===== config.mk =====
export PLATFORM = sky130hd
export DESIGN_NAME = rcss_top
export DESIGN_NICKNAME = d
export VERILOG_FILES = /design/src/core/rcss_pkg.sv /design/src/core/rcss_top.sv /design/src/core/rcss_sync2.sv /design/src/core/rcss_clkdiv.sv
export SDC_FILE = /design/constraint.sdc
export NUM_CORES = 1
export LEC_CHECK = 0
export BUFFER_PORTS_ARGS = -buffer_cell sky130_fd_sc_hd__buf_4
export CAP_MARGIN = 10
export CORE_ASPECT_RATIO = 1.5
export CORE_MARGIN = 3
export CORE_UTILIZATION = 25
export CTS_CLUSTER_DIAMETER = 30
export CTS_CLUSTER_SIZE = 20
export DETAILED_ROUTE_END_ITERATION = 16
export GPL_TIMING_DRIVEN = 1
export PLACE_DENSITY_LB_ADDON = 0.12
export SETUP_SLACK_MARGIN = 0.3
export SYNTH_ARGS = -nofsm -noshare
export SYNTH_HDL_FRONTEND = slang
export SYNTH_SLANG_ARGS = --single-unit

===== constraint.sdc =====
create_clock -name clk_sys -period 2.69 [get_ports clk_sys]
set_clock_uncertainty 0.2 [all_clocks]
set_input_delay 0.1345 -clock clk_sys [delete_from_list [all_inputs] [get_ports clk_sys]]
set_output_delay 0.1345 -clock clk_sys [all_outputs]
set_load 0.05 [all_outputs]

===== src/core/rcss_pkg.sv =====
// Package with register map, field positions and reset values of the clock source select block
package rcss_pkg;
   // Register byte offsets on the AXI4-Lite slave
   localparam logic [7:0] RCSS_OFS_CSR = 8'h00; // Clock source select
   localparam logic [7:0] RCSS_OFS_CR1 = 8'h04; // Control one, run bit
   localparam logic [7:0] RCSS_OFS_CR2 = 8'h08; // Control two, overflow irq enable
   localparam logic [7:0] RCSS_OFS_SEC = 8'h0c; // Seconds data, counter value
   localparam logic [7:0] RCSS_OFS_PMR = 8'h10; // Port mode one, clock output enable
   localparam logic [7:0] RCSS_OFS_IST = 8'h14; // Interrupt status, read only
   localparam logic [7:0] RCSS_OFS_ICL = 8'h18; // Interrupt clear, write only
   localparam logic [7:0] RCSS_OFS_IEN = 8'h1c; // Interrupt enable
   // Field positions
   localparam int RCSS_CSR_RSVD = 7; // Reserved, reads zero
   localparam int RCSS_CSR_OSEL_HI = 6; // Output select top bit
   localparam int RCSS_CSR_OSEL_LO = 5; // Output select low divider bit
   localparam int RCSS_CSR_OSUB = 4; // Output subclock select
   localparam int RCSS_CR1_RUN = 0; // Run control bit
   localparam int RCSS_CR2_COUNTER_OVERFLOW_IRQ_ENABLE = 0; // Overflow irq enable bit
   localparam int RCSS_PMR_CKO = 0; // Clock output pin enable
   localparam int RCSS_IRQ_OVF = 0; // Overflow status bit
   // Reset values
   localparam logic [7:0] RCSS_CSR_RST = 8'h08; // Source code 1000 after reset
   localparam logic [7:0] RCSS_CR_RST = 8'h00; // Control registers clear
   // Codes
   localparam logic [3:0] RCSS_SRC_SUBDIV4 = 4'h8; // Subclock divided by four
   localparam int RCSS_SUB_PRESC = 4; // Subclock prescale for calendar tick
   localparam logic [7:0] RCSS_CNT_MAX = 8'hff; // Free-running counter top
   localparam logic [1:0] RCSS_RESP_OKAY = 2'h0; // AXI OKAY
   localparam logic [1:0] RCSS_RESP_SLVERR = 2'h2; // AXI SLVERR
   // Power modes seen by the block
   typedef enum logic [2:0] {
      RCSS_PM_ACTIVE,
      RCSS_PM_SLEEP,
      RCSS_PM_SUBACTIVE,
      RCSS_PM_SUBSLEEP,
      RCSS_PM_WATCH,
      RCSS_PM_STANDBY
   } rcss_pmode_t;
endpackage


===== src/core/rcss_top.sv =====
// Clock source select, free-running counter and clock output of the real-time clock
//
// How it works
// - non-subclock/4 source: calendar off, 8-bit counter
// - run bit starts and stops the counter
// - seconds register reads counter value in counter mode, zero otherwise
// - overflow irq only when enable bit set
// - divided system clock out only active/sleep
// - subclock out in active through watch modes
// - bits 6..4 select output; port enable gates
// - code 1000 is subclock/4; 1001+ prohibited
// - reserved top bit always reads zero
//
// Chosen here: the AXI4-Lite interface to the registers and the register addresses.
`timescale 1ns/10ps
module rcss_top #(
   parameter int CNT_W = 8 // Free-running counter width
) (
   // Clock and reset
   input wire logic clk_sys,
   input wire logic rst_n,
   // Subclock pin, sampled on the system clock
   input wire logic sub_clk_in,
   // Power mode from the system controller
   input wire rcss_pkg::rcss_pmode_t pwr_mode,
   // AXI4-Lite write address
   input wire logic s_axi_awvalid,
   output logic s_axi_awready,
   input wire logic [7:0] s_axi_awaddr,
   // AXI4-Lite write data
   input wire logic s_axi_wvalid,
   output logic s_axi_wready,
   input wire logic [31:0] s_axi_wdata,
   input wire logic [3:0] s_axi_wstrb,
   // AXI4-Lite write response
   output logic s_axi_bvalid,
   input wire logic s_axi_bready,
   output logic [1:0] s_axi_bresp,
   // AXI4-Lite read address
   input wire logic s_axi_arvalid,
   output logic s_axi_arready,
   input wire logic [7:0] s_axi_araddr,
   // AXI4-Lite read data
   output logic s_axi_rvalid,
   input wire logic s_axi_rready,
   output logic [31:0] s_axi_rdata,
   output logic [1:0] s_axi_rresp,
   // Clock output pin and its enable
   output logic clk_out_q,
   output logic clk_out_en_q,
   // Calendar tick at subclock/4 while the calendar runs
   output logic cal_tick_q,
   // Interrupt level
   output logic irq_q
);
   import rcss_pkg::*;

   initial begin
      if (CNT_W != 8) $error("rcss_top counter must be 8 bits wide");
   end

   // Decode of a mapped register offset
   function automatic logic is_mapped(input logic [7:0] a);
      is_mapped = (a == RCSS_OFS_CSR) || (a == RCSS_OFS_CR1) || (a == RCSS_OFS_CR2) ||
                  (a == RCSS_OFS_SEC) || (a == RCSS_OFS_PMR) || (a == RCSS_OFS_IST) ||
                  (a == RCSS_OFS_ICL) || (a == RCSS_OFS_IEN);
   endfunction

   // Software registers
   logic [7:0] csr_q; // Clock source select, bit 7 never stored
   logic run_q; // Counter run control
   logic counter_overflow_irq_enable_q; // Overflow irq enable
   logic pmr_cko_q; // Clock output pin enable
   logic ist_q; // Sticky overflow status
   logic ien_q; // Interrupt enable
   logic [CNT_W-1:0] cnt_q; // Free-running counter

   // Bus slave state
   logic aw_have_q; // Write address captured
   logic [7:0] aw_addr_q; // Captured write address
   logic w_have_q; // Write data captured
   logic [7:0] w_data_q; // Captured low byte
   logic w_strb_q; // Low byte lane strobe
   logic wr_fire; // Write carried out this cycle
   logic [31:0] rd_mux; // Read data selected by address

   // Subclock sampling
   logic sub_s; // Synchronised subclock level
   logic sub_prev_q; // Previous synchronised level
   logic sub_rise; // Rising edge of the subclock
   logic [1:0] sub_div_q; // Subclock /4 prescaler
   logic sub_tick; // One pulse every four subclock rising edges

   // Free-running source
   logic [15:0] presc_q; // System clock prescaler
   logic free_mode; // Calendar disabled, counter mode
   logic cal_mode; // Calendar running on subclock/4
   logic free_tick; // Counting pulse in counter mode
   logic cnt_step; // Counter advances this cycle
   logic ovf; // Counter wraps this cycle
   logic ovf_set; // Overflow reaches the status bit

   // Clock output
   logic sys_div; // Selected divided system clock
   logic out_sub; // Output select picks the subclock
   logic sys_mode_ok; // Divided system clock allowed in this power mode
   logic sub_mode_ok; // Subclock allowed in this power mode

   // Subclock pin passes two flops before use
   rcss_sync2 u_sub_sync (
      .clk_sys(clk_sys),
      .rst_n(rst_n),
      .async_in(sub_clk_in),
      .sync_out(sub_s)
   );

   // Divided system clocks for the output pin
   rcss_clkdiv #(
      .DIV_BITS(5)
   ) u_div (
      .clk_sys(clk_sys),
      .rst_n(rst_n),
      .div_sel(csr_q[RCSS_CSR_OSEL_HI:RCSS_CSR_OSEL_LO]),
      .div_q(sys_div)
   );

   // Mode decode from the source field
   assign cal_mode = (csr_q[3:0] == RCSS_SRC_SUBDIV4);
   assign free_mode = !csr_q[3];
   assign sub_rise = sub_s && !sub_prev_q;
   assign sub_tick = sub_rise && (sub_div_q == 2'(RCSS_SUB_PRESC - 1));
   // Source codes 0..7 pick system clock /4, /16 ... /2^(2n+2)
   assign free_tick = &(presc_q | ~((16'h0004 << {csr_q[2:0], 1'b0}) - 16'h0001));
   assign cnt_step = free_mode && run_q && free_tick;
   assign ovf = cnt_step && (cnt_q == RCSS_CNT_MAX);
   assign ovf_set = ovf && counter_overflow_irq_enable_q;
   assign out_sub = csr_q[RCSS_CSR_OSUB];
   assign sys_mode_ok = (pwr_mode == RCSS_PM_ACTIVE) || (pwr_mode == RCSS_PM_SLEEP);
   assign sub_mode_ok = sys_mode_ok || (pwr_mode == RCSS_PM_SUBACTIVE) ||
                        (pwr_mode == RCSS_PM_SUBSLEEP) || (pwr_mode == RCSS_PM_WATCH);
   assign wr_fire = aw_have_q && w_have_q && !s_axi_bvalid;

   // Subclock edge history and /4 prescaler
   always_ff @(posedge clk_sys) begin
      if (!rst_n) begin
         sub_prev_q <= 1'b0;
         sub_div_q <= 2'h0;
      end else begin
         sub_prev_q <= sub_s;
         if (sub_rise) sub_div_q <= sub_div_q + 2'h1;
      end
   end

   // Calendar tick only while the calendar is selected
   always_ff @(posedge clk_sys) begin
      if (!rst_n) cal_tick_q <= 1'b0;
      else cal_tick_q <= cal_mode && sub_tick;
   end

   // System clock prescaler for counter mode sources
   always_ff @(posedge clk_sys) begin
      if (!rst_n) presc_q <= 16'h0000;
      else presc_q <= presc_q + 16'h0001;
   end

   // Free-running counter, held when stopped or in calendar mode
   always_ff @(posedge clk_sys) begin
      if (!rst_n) cnt_q <= '0;
      else if (cnt_step) cnt_q <= cnt_q + 1'b1;
   end

   // Write address channel
   always_ff @(posedge clk_sys) begin
      if (!rst_n) begin
         aw_have_q <= 1'b0;
         aw_addr_q <= 8'h00;
         s_axi_awready <= 1'b0;
      end else if (s_axi_awvalid && s_axi_awready) begin
         aw_have_q <= 1'b1;
         aw_addr_q <= s_axi_awaddr;
         s_axi_awready <= 1'b0;
      end else if (wr_fire) begin
         aw_have_q <= 1'b0;
      end else if (!aw_have_q && !s_axi_bvalid) begin
         s_axi_awready <= 1'b1;
      end
   end

   // Write data channel, only the low byte lane is stored
   always_ff @(posedge clk_sys) begin
      if (!rst_n) begin
         w_have_q <= 1'b0;
         w_data_q <= 8'h00;
         w_strb_q <= 1'b0;
         s_axi_wready <= 1'b0;
      end else if (s_axi_wvalid && s_axi_wready) begin
         w_have_q <= 1'b1;
         w_data_q <= s_axi_wdata[7:0];
         w_strb_q <= s_axi_wstrb[0];
         s_axi_wready <= 1'b0;
      end else if (wr_fire) begin
         w_have_q <= 1'b0;
      end else if (!w_have_q && !s_axi_bvalid) begin
         s_axi_wready <= 1'b1;
      end
   end

   // Write response, error for an unmapped address
   always_ff @(posedge clk_sys) begin
      if (!rst_n) begin
         s_axi_bvalid <= 1'b0;
         s_axi_bresp <= RCSS_RESP_OKAY;
      end else if (wr_fire) begin
         s_axi_bvalid <= 1'b1;
         s_axi_bresp <= is_mapped(aw_addr_q) ? RCSS_RESP_OKAY : RCSS_RESP_SLVERR;
      end else if (s_axi_bready) begin
         s_axi_bvalid <= 1'b0;
      end
   end

   // Control registers written from the bus
   always_ff @(posedge clk_sys) begin
      if (!rst_n) begin
         csr_q <= RCSS_CSR_RST;
         run_q <= RCSS_CR_RST[0];
         counter_overflow_irq_enable_q <= RCSS_CR_RST[0];
         pmr_cko_q <= RCSS_CR_RST[0];
         ien_q <= RCSS_CR_RST[0];
      end else if (wr_fire && w_strb_q) begin
         case (aw_addr_q)
            RCSS_OFS_CSR: csr_q <= {1'b0, w_data_q[6:0]};
            RCSS_OFS_CR1: run_q <= w_data_q[RCSS_CR1_RUN];
            RCSS_OFS_CR2: counter_overflow_irq_enable_q <= w_data_q[RCSS_CR2_COUNTER_OVERFLOW_IRQ_ENABLE];
            RCSS_OFS_PMR: pmr_cko_q <= w_data_q[RCSS_PMR_CKO];
            RCSS_OFS_IEN: ien_q <= w_data_q[RCSS_IRQ_OVF];
            default: begin
               // Read-only and clear registers store nothing here
            end
         endcase
      end
   end

   // Sticky overflow status, a new overflow wins over a clear
   always_ff @(posedge clk_sys) begin
      if (!rst_n) ist_q <= 1'b0;
      else if (ovf_set) ist_q <= 1'b1;
      else if (wr_fire && w_strb_q && (aw_addr_q == RCSS_OFS_ICL) && w_data_q[RCSS_IRQ_OVF])
         ist_q <= 1'b0;
   end

   // Interrupt level while an enabled status bit is set
   always_ff @(posedge clk_sys) begin
      if (!rst_n) irq_q <= 1'b0;
      else irq_q <= ist_q && ien_q;
   end

   // Read data selection
   always_comb begin
      rd_mux = 32'h0000_0000;
      case (s_axi_araddr)
         RCSS_OFS_CSR: rd_mux[7:0] = {1'b0, csr_q[6:0]};
         RCSS_OFS_CR1: rd_mux[RCSS_CR1_RUN] = run_q;
         RCSS_OFS_CR2: rd_mux[RCSS_CR2_COUNTER_OVERFLOW_IRQ_ENABLE] = counter_overflow_irq_enable_q;
         RCSS_OFS_SEC: rd_mux[CNT_W-1:0] = free_mode ? cnt_q : '0;
         RCSS_OFS_PMR: rd_mux[RCSS_PMR_CKO] = pmr_cko_q;
         RCSS_OFS_IST: rd_mux[RCSS_IRQ_OVF] = ist_q;
         RCSS_OFS_IEN: rd_mux[RCSS_IRQ_OVF] = ien_q;
         default: rd_mux = 32'h0000_0000;
      endcase
   end

   // Read address and data channels
   always_ff @(posedge clk_sys) begin
      if (!rst_n) begin
         s_axi_arready <= 1'b0;
         s_axi_rvalid <= 1'b0;
         s_axi_rdata <= 32'h0000_0000;
         s_axi_rresp <= RCSS_RESP_OKAY;
      end else if (s_axi_arvalid && s_axi_arready) begin
         s_axi_arready <= 1'b0;
         s_axi_rvalid <= 1'b1;
         s_axi_rdata <= rd_mux;
         s_axi_rresp <= is_mapped(s_axi_araddr) ? RCSS_RESP_OKAY : RCSS_RESP_SLVERR;
      end else if (s_axi_rvalid) begin
         if (s_axi_rready) s_axi_rvalid <= 1'b0;
      end else begin
         s_axi_arready <= 1'b1;
      end
   end

   // Clock output pin, gated by port enable and power mode
   always_ff @(posedge clk_sys) begin
      if (!rst_n) begin
         clk_out_q <= 1'b0;
         clk_out_en_q <= 1'b0;
      end else begin
         clk_out_en_q <= pmr_cko_q;
         if (!pmr_cko_q) clk_out_q <= 1'b0;
         else if (out_sub) clk_out_q <= sub_mode_ok && sub_s;
         else clk_out_q <= sys_mode_ok && sys_div;
      end
   end
endmodule


===== src/core/rcss_sync2.sv =====
// Two flip-flop synchroniser for a level from outside the clock domain
`timescale 1ns/10ps
module rcss_sync2 (
   // Clock and reset
   input wire logic clk_sys,
   input wire logic rst_n,
   // Level in and out
   input wire logic async_in,
   output logic sync_out
);
   logic meta_q; // First stage, read only by the second
   // Two stages, cleared by reset
   always_ff @(posedge clk_sys) begin
      if (!rst_n) begin
         meta_q <= 1'b0;
         sync_out <= 1'b0;
      end else begin
         meta_q <= async_in;
         sync_out <= meta_q;
      end
   end
endmodule


===== src/core/rcss_clkdiv.sv =====
// System clock divider giving the divided clocks for the clock output pin
`timescale 1ns/10ps
module rcss_clkdiv #(
   parameter int DIV_BITS = 5 // Enough for the divide by 32 tap
) (
   // Clock and reset
   input wire logic clk_sys,
   input wire logic rst_n,
   // Selection of the divider tap, 0 gives /4 up to 3 giving /32
   input wire logic [1:0] div_sel,
   output logic div_q
);
   logic [DIV_BITS-1:0] cnt_q; // Free-running divider count
   initial begin
      if (DIV_BITS < 5) $error("rcss_clkdiv needs at least five bits");
   end
   // Divider counts every system clock
   always_ff @(posedge clk_sys) begin
      if (!rst_n) cnt_q <= '0;
      else cnt_q <= cnt_q + 1'b1;
   end
   // Tap n+1 of the count toggles at clock/(4*2^n); code 2 gives /16
   // The index is widened to three bits so code 3 reaches tap 4 and does not wrap to tap 0
   always_ff @(posedge clk_sys) begin
      if (!rst_n) div_q <= 1'b0;
      else div_q <= cnt_q[{1'b0, div_sel} + 3'd1];
   end
endmodule


==> impl_metrics.tcl, run 1 <==
set metrics [dict create \
    status "complete, no violations" \
    hold_path_depth 3 \
    max_stage_delay_ps 410 \
    cts_buffers 9 \
    layout.cells.non_filler 759 \
    core_um2 15100 \
    synth.top_cell.area_share 0.434 \
    drive_gt1_frac 0.230 \
    timing.hold.ws_ps 21.2 \
    grt_pass1_wl_um 16300 \
    synthFlopType "dfxtp_1" \
    power.total_mw 2.80 \
    use_met3 0.0272 \
    routedWlPerCell_um 13.0 \
    powerDensity_nw_per_um2 518 \
    crit_fanout 5 \
    p_int_mw 2.05 \
    port-buffer-count 53 \
    finalMaxSlewViolations 0 \
    final_hold_viol_count 0 \
    yosys_warnings 0 \
    tritoncts "yes" \
    required_ps 2750 \
    syn_area_um2 3870 \
    fin_crit_sh 0.922 \
    die_y_um 158 \
    die_w_um 108 \
    diodes 0 \
    clock_power_share 0.420 \
    synth_area_leaders "dfxtp_1 (43%), buf_4 (5.2%), a21oi_1 (5.2%)" \
    avgViaCountPerCell 4.44 \
    initial_utilization 0.256 \
    hpwl_um 7080 \
    cts_buffer_depth 2 \
    finalWorstSetupSlack_ps 211 \
    grt_overflow_total 0 \
    p_switching_mw 0.747 \
    drv_cap 0 \
    routabilityCongestion 0.785 \
    yosys.area.top_type "dfxtp_1" \
    grt_max_degree 36 \
    row_count 55 \
    synthTopCellsByCount "dfxtp_1 (84), nand2_1 (48), nor2_1 (45)" \
    dr_total_vias 3371 \
    antenna_found_initial 0 \
    cpMostUsedCell "buf_6" \
    synthDistinctLibCells 53 \
    vdd.ir_drop.worst_mv 0.244 \
    reg2reg_to "cnt_q[7]" \
    clock-sinks 84 \
    place_ws_ps 105 \
    die_area_um2 17100 \
    final_util 0.357 \
    drc 0 \
    endpoint_kind "register" \
    ff2ff_path_depth 11 \
    grt.total_usage 0.121 \
    rsz0062_at_grt "true" \
    syn2layout_area_growth_pct 39.5 \
    grt-busiest-layer "met2" \
    ios 108 \
    drt_iter0_drc 79 \
    p_leak_nw 2.14 \
    synth_seq_cells 84 \
    wl_um 9890 \
    nNetsFinal 624 \
    dp.cells 682 \
    p_seq_frac 0.468 \
    timing.slew.headroom 0.543 \
    placed_cell_area_um2 4420 \
    ant_nets 0 \
    yosysMostFrequentCell "dfxtp_1" \
    clk-insertion-delay-late_ps 340 \
    avgSynthCellArea_um2 8.70 \
    firstDrtPassIters 4 \
    root_buffer "clkbuf_16" \
    reg2reg_slack_ps 210 \
    postLayoutCellArea_um2 5400 \
    grt_pass1_vias 3320 \
    clock.fmax_mhz 403 \
    synth_enable_flop_cells 0 \
    syn-instance-count 445 \
    setup_tns_ps 0 \
    holdPathEnd "s_axi_rresp[1]" \
    use_met2 0.224 \
    pwr-share-comb 0.111 \
    grt_use_met1 0.131 \
    seq_area_frac_synth 0.434 \
    cp-start-kind "register" \
    clkTransAtPathRegs_ps 60 \
    cpMaxStageDelayCell "a2111oi_4" \
    min_from "s_axi_araddr[6]" \
    tightestPinTransition_ps 685 \
    async_flop_share 0 \
    cp_cell_sequence "nor2_1, nand2_1, ha_4, inv_4, buf_6, a2111oi_2, a2111oi_4, o211ai_4, buf_6, or4_1, a21oi_1" \
    cp.arrival_ps 2540 \
    cts_max_level 3 \
    setup-violations-final 0 \
    regToRegStartpoint "csr_q[1]" \
    worstSetupPathType "reg -> reg" \
    timing.hold.worst.class "in -> reg" \
    fin_crit_ps 2480 \
    p_sw_frac 0.267 \
]
==> power groups by stage <==
stage	combinational [mW]	sequential [mW]	clock [mW]
after floorplan	0.204	1.35	0
after global placement	0.266	1.34	0
after detailed placement	0.268	1.34	0
after CTS	0.313	1.31	1.23
after global routing	0.339	1.32	1.28
final	0.311	1.31	1.18
==> critical path: cells and delay by family, from the launching register on <==
family | cells | cell delay (ps)
AO/OA/AOI/OAI | 4 | 780
buffers and inverters | 3 | 310
flip-flops | 1 | 360
AND/OR/NAND/NOR | 3 | 580
adder cells (fa/ha/maj) | 1 | 180
==> cell families after synthesis <==
logic type                 count (synthesis)  share of synthesized area
xor gates and xnor gates                  17                     0.0384
AOI/OAI and AO/OA                         73                      0.124
muxes                                     19                     0.0556
other                                      1                   0.000968
DFF                                       84                      0.434
and+or+nand+nor                          186                      0.240
buffers and inverters                     59                     0.0875
adders and majority gates                  6                     0.0194
==> repair_timing <==
action                                  4_1_cts  5_1_grt
setup buffers                                13        4
gates resized for setup                      10       21
hold buffers                                 43        0
gates cloned                                  1        0
endpoints found under the setup margin        7       11
pin swaps                                    13        9
endpoints found under the hold margin        40        0
==> worst max-delay path by stage <==
stage	start	end	slack, ps	depth (start not counted)
after floorplan	csr_q[1]	cnt_q[7]	290	10
final	csr_q[1]	cnt_q[7]	210	11
after CTS	csr_q[0]	cnt_q[2]	230	12
after global routing	csr_q[1]	cnt_q[7]	110	11
after global placement	csr_q[0]	cnt_q[4]	160	8
after detailed placement	csr_q[0]	cnt_q[4]	100	8
==> cell usage in the layout, fill, tap and decap left out, types with 6 or more instances in the layout <==
cell type       n
dfxtp_1        81
or4_1           6
nor2_1         43
nand2b_1        6
nand2_1        46
and2_1          8
clkbuf_16       9
dlygate4sd3_1  43
nand3_1        31
xor2_1         12
nor3_1          7
inv_1           8
conb_1         26
and3_1          7
mux2i_1        17
buf_4          71
a21oi_1        36
a22o_1          6
==> layout make-up <==
class | count | area, µm²
clock inverter | 6 | 45.0
timing repair buffer | 121 | 1040
fill | 1580 | 9740
sequential | 84 | 1690
multi-input combinational | 328 | 2090
clock buffer | 10 | 239
inverter | 11 | 46.3
tap | 199 | 249
==> state kept, by name, summed over array words and instances (netlist names), 2 cells and up <==
name,count
csr_q,7
presc_q,16
w_data_q,7
s_axi_rdata,8
aw_addr_q,8
cnt_q,8
u_div.cnt_q,5
sub_div_q,2
==> routing by layer <==
layer	routed length, µm	vias to the layer above
met5	0	-
met4	191	0
met3	330	12
met2	5400	67
met1	3970	1569
li1	-	1723
Power figures use the tool's default switching activity.
==> run 2: changes to the inputs <==
- ABC_AREA: not set -> 1
- SLEW_MARGIN: not set -> 20
==> impl_metrics.tcl, run 2 <==
set metrics [dict create \
    synth_enable_flop_cells 0 \
    core_um2 15700 \
    yosysMostFrequentCell "dfxtp_1" \
    clk-insertion-delay-late_ps 340 \
    grt_pass1_vias 3464 \
    routabilityCongestion 0.791 \
    timing.hold.worst.class "in -> reg" \
    timing.slew.headroom 0.615 \
    ios 108 \
    grt.total_usage 0.119 \
    avgSynthCellArea_um2 7.27 \
    drc 0 \
    tritoncts "yes" \
    seq_area_frac_synth 0.418 \
    synthFlopType "dfxtp_1" \
    diodes 0 \
    drt_iter0_drc 118 \
    status "complete, no violations" \
    cts_buffer_depth 2 \
    setup-violations-final 0 \
    fin_crit_sh 0.814 \
    finalMaxSlewViolations 0 \
    die_w_um 110 \
    yosys.area.top_type "dfxtp_1" \
    dr_total_vias 3643 \
    grt_overflow_total 0 \
    cp.arrival_ps 2220 \
    initial_utilization 0.256 \
    cp-start-kind "register" \
    final_cell_mix "dfxtp_1 (83), nand2_1 (77), nor2_1 (75)" \
    placed_cell_area_um2 4520 \
    nNetsFinal 697 \
    synth.top_cell.area_share 0.418 \
    largest_register_ffs 16 \
    crit_fanout 9 \
    postLayoutCellArea_um2 5090 \
    async_flop_share 0 \
    hpwl_um 7540 \
    antenna_found_initial 0 \
    drive_gt1_frac 0.152 \
    grt_pass1_wl_um 16700 \
    clock.fmax_mhz 457 \
    fin_crit_ps 2190 \
    syn_area_um2 4020 \
    drv_cap 0 \
    grt_max_degree 37 \
    wl_um 10100 \
    yosys_warnings 0 \
    clkTransAtPathRegs_ps 70 \
    die_area_um2 17700 \
    powerDensity_nw_per_um2 601 \
    worstSetupPathType "reg -> reg" \
    synth_seq_cells 84 \
    ant_nets 0 \
    cts_max_level 3 \
    finalWorstSetupSlack_ps 502 \
    final_common_cell "dfxtp_1" \
    syn2layout_area_growth_pct 26.6 \
    cts_setup_buffers 0 \
    cts_buffers 9 \
    firstDrtPassIters 5 \
    synthDistinctLibCells 42 \
    endpoint_kind "register" \
    clock-sinks 84 \
    regMostFlops "presc_q" \
    die_y_um 161 \
    syn-instance-count 553 \
    setup_tns_ps 0 \
    rsz0062_at_grt "false" \
    row_count 56 \
    root_buffer "clkbuf_16" \
    vdd.ir_drop.worst_mv 0.244 \
    required_ps 2720 \
    place_ws_ps 409 \
    p_leak_nw 2.18 \
    routedWlPerCell_um 12.1 \
    tightestPinTransition_ps 570 \
    synthTopCellsByCount "dfxtp_1 (84), nand2_1 (77), nor2_1 (75)" \
    port-buffer-count 53 \
    synth_area_leaders "dfxtp_1 (42%), nand2_1 (7.2%), nor2_1 (7.0%)" \
    final_hold_viol_count 0 \
    fillers 1671 \
    avgViaCountPerCell 4.36 \
]
==> run 2: cell count changes after synthesis, sizes merged, moves of 6 or more <==
cell	change
and3	-6
or4	-7
clkbuf	-7
nand2b	-6
o21ai	+41
and2	-8
nor2	+36
inv	+60
mux2i	-17
nand3	+13
nand2	+35
==> run 2: timing repair <==
| item | in CTS | in global routing |
|---|---|---|
| hold buffers | 23 | 0 |
| gates resized for setup | 0 | 2 |
| endpoints found under the hold margin | 22 | 0 |
| endpoints found under the setup margin | 0 | 8 |
==> run 2: power breakdown <==
part | total (mW) | switching (mW) | internal (mW)
clock network | 1.38 | 0.535 | 0.848
registers | 1.32 | 0.0284 | 1.29
logic | 0.360 | 0.244 | 0.116
==> run 2: area by class of cell <==
cell class              count  area, µm²  area share
repair buffers             79        651       0.128
multi-input cells         380       1890       0.371
clock buffers              10        239      0.0469
well taps                 203        254      0.0499
clock inverters             6       93.8      0.0184
inverters                  74        284      0.0558
flip-flops and latches     84       1680       0.331
==> run 2: cell families (layout without fill, tap and decap cells) <==
family	count (synthesis)	count (layout)	synth area share
XOR/XNOR	8	8	0.0174
AND/OR/NAND/NOR	235	235	0.264
adder cells (fa/ha/maj)	6	6	0.0187
other	1	26	0.000932
buffers and inverters	114	169	0.137
flip-flops	84	84	0.418
AO/OA/AOI/OAI	105	105	0.144
==> run 2: path summary, 6_finish.rpt <==
path,start,cells after the start,to,slack [ps]
setup reg to reg,csr_q[0],12,cnt_q[1],500
setup / recovery,csr_q[0],12,cnt_q[1],500
hold reg to reg,u_sub_sync.meta_q,2,u_sub_sync.sync_out,210
hold / removal,rst_n,3,u_div.cnt_q[1],3
==> run 2: through the flow <==
step | util | hold slack (ps) | std cells | total power, mW
6_report | 0.324 | 3.49 | 836 | 3.06
3_3_place_gp | 0.288 | 122 | 797 | 1.68
5_1_grt | 0.324 | 36.9 | 836 | 3.19
4_1_cts | 0.324 | 4.26 | 836 | 3.11
2_1_floorplan | - | 32.1 | 578 | 1.61
3_5_place_dp | 0.288 | 127 | 797 | 1.68
==> run 2: critical path, cell delays in order (launching register included) <==
cell,delay [ps]
dfxtp_1,410
nor2_2,210
nand2_2,90
ha_2,310
inv_1,30
nand2_1,50
nand2_1,50
nor2_1,110
nand3_2,140
nor2_8,180
nand2_4,120
o21ai_1,130
nor2_1,50
==> run 2: routing by layer <==
layer	GRT usage	routed length (µm)	vias up
met5	0	0	-
met4	0.0459	136	0
met3	0.0220	370	11
met2	0.206	5100	78
met1	0.145	4480	1645
li1	-	-	1909
==> run 3: changes to the inputs <==
- ABC_AREA: 1 -> 0
- clock period: 2.69 -> 1.8 ns (I/O delays scaled with it)
==> impl_metrics.tcl, run 3 (synthesis results as in run 1) <==
set metrics [dict create \
    status "finished, violations left" \
    violations "setup timing" \
    cts_max_level 3 \
    powerDensity_nw_per_um2 774 \
    initial_utilization 0.256 \
    grt-busiest-layer "met2" \
    path_depth 10 \
    vdd.ir_drop.worst_mv 0.492 \
    clock-sinks 84 \
    cp-start-kind "register" \
    drv_cap 0 \
    timing.hold.ws_ps 32.0 \
    clk-insertion-delay-late_ps 340 \
    cpMaxStageDelayCell "or4_4" \
    drc 0 \
    placed_cell_area_um2 4820 \
    final_cell_mix "buf_4 (112), dfxtp_1 (66), nand2_1 (44)" \
    fin_crit_ps 2310 \
    ant_nets 0 \
    dr_total_vias 3562 \
    tightestPinTransition_ps 628 \
    drive_gt1_frac 0.360 \
    final_hold_viol_count 0 \
    grt_pass1_wl_um 17300 \
    fin_crit_sh 1.29 \
    routabilityCongestion 0.810 \
    hold_path_depth 3 \
    worstSetupPathType "reg -> reg" \
    regMostFlops "presc_q" \
    antenna_found_initial 0 \
    finalWorstSetupSlack_ps -515 \
    final_util 0.389 \
    cp.arrival_ps 2390 \
    routedWlPerCell_um 13.9 \
    grt_use_met1 0.136 \
    nNetsFinal 659 \
    endpoint_kind "register" \
    crit_fanout 6 \
    p_leak_nw 2.42 \
    firstDrtPassIters 4 \
    cts_buffers 9 \
    core_um2 15100 \
    cp_cell_sequence "nor2_4, nand2_2, ha_4, inv_4, a2111oi_2, a2111oi_4, buf_4, o211ai_4, or4_4, a21oi_2" \
    critical_path.top_delay_family "compound AO/OA/AOI/OAI gates" \
    syn2layout_area_growth_pct 52.1 \
    grt.total_usage 0.130 \
    wl_um 11100 \
    clkTransAtPathRegs_ps 70 \
    dp.cells 725 \
    grt_pass1_vias 3506 \
    ff2ff_path_depth 10 \
    tritoncts "yes" \
    use_met3 0.0195 \
    finalMaxSlewViolations 0 \
    rsz0062_at_grt "true" \
    grt_overflow_total 0 \
    hpwl_um 7580 \
    avgViaCountPerCell 4.49 \
    layout.cells.non_filler 794 \
    row_count 55 \
    timing.slew.headroom 0.581 \
    use_met2 0.256 \
    final_common_cell "buf_4" \
    clock.fmax_mhz 432 \
    postLayoutCellArea_um2 5890 \
    required_ps 1870 \
    cts_buffer_depth 2 \
    power.total_mw 4.56 \
    die_w_um 108 \
    diodes 0 \
    root_buffer "clkbuf_16" \
    max_stage_delay_ps 430 \
    timing.hold.worst.class "in -> reg" \
    largest_register_ffs 16 \
    drt_iter0_drc 69 \
    ios 108 \
    die_y_um 158 \
    die_area_um2 17100 \
    path_buf_inv 2 \
    grt_max_degree 22 \
    port-buffer-count 53 \
    setup-violations-final 20 \
]
## run 3: cell count changes in the layout (fill, tap and decap cells not counted), sizes merged, moves of 7 or more
cell,before,now
nor2,82,46
buf,56,126
mux2i,0,17
nand2,83,48
inv,73,11
or4,0,7
o21ai,47,6
nand3,44,31
and2,0,8
## run 3: worst paths after layout
check | endpoint | from | slack [ps]
worst max-delay path | cnt_q[7] | csr_q[0] | -510
worst min-delay path | csr_q[6] | rst_n | 30
worst max register to register | cnt_q[7] | csr_q[0] | -510
worst min register to register | u_sub_sync.sync_out | u_sub_sync.meta_q | 250
## run 3: where the power goes
part           switching (mW)  internal [mW]  leakage (nW)  total, mW
Sequential             0.0505           1.90         0.691       1.95
Clock                   0.791           1.29         0.158       2.09
Combinational           0.310          0.213          1.58      0.524
Total                    1.15           3.41          2.42       4.56
## run 3: per-stage QoR
step | setup TNS [ps] | setup slack (ps)
final | -5400 | -515
after detailed placement | -8960 | -653
after global placement | -8440 | -600
after floorplan | -4500 | -595
after global routing | -7530 | -621
after CTS | -6210 | -563
## run 3: timing repair
item	4_1_cts	5_1_grt
hold endpoints to repair	41	0
gates cloned	1	1
hold buffers	30	0
pin swaps	19	33
setup buffers	14	7
setup endpoints to repair	41	46
resized for setup	31	39
## run 3: layer usage
layer | wire, µm | up-vias
met5 | 0 | -
li1 | - | 1793
met3 | 300 | 19
met1 | 4220 | 1679
met4 | 327 | 0
met2 | 6210 | 71
## run 3: final cells by class
| type | instances | area [µm²] |
|---|---|---|
| inverter | 11 | 46.3 |
| timing repair buffer | 156 | 1320 |
| fill | 1564 | 9250 |
| clock buffer | 11 | 253 |
| multi-input combinational | 328 | 2220 |
| clock inverter | 5 | 83.8 |
| tap | 199 | 249 |
| sequential | 84 | 1720 |
## run 3: worst reg2reg max path: cells and delay by family (launching register included)
family / cells / cell delay, ps
AOI/OAI and AO/OA: 4 / 640
adders and majority gates: 1 / 180
buffers and inverters: 2 / 270
DFF: 1 / 360
and+or+nand+nor: 3 / 630
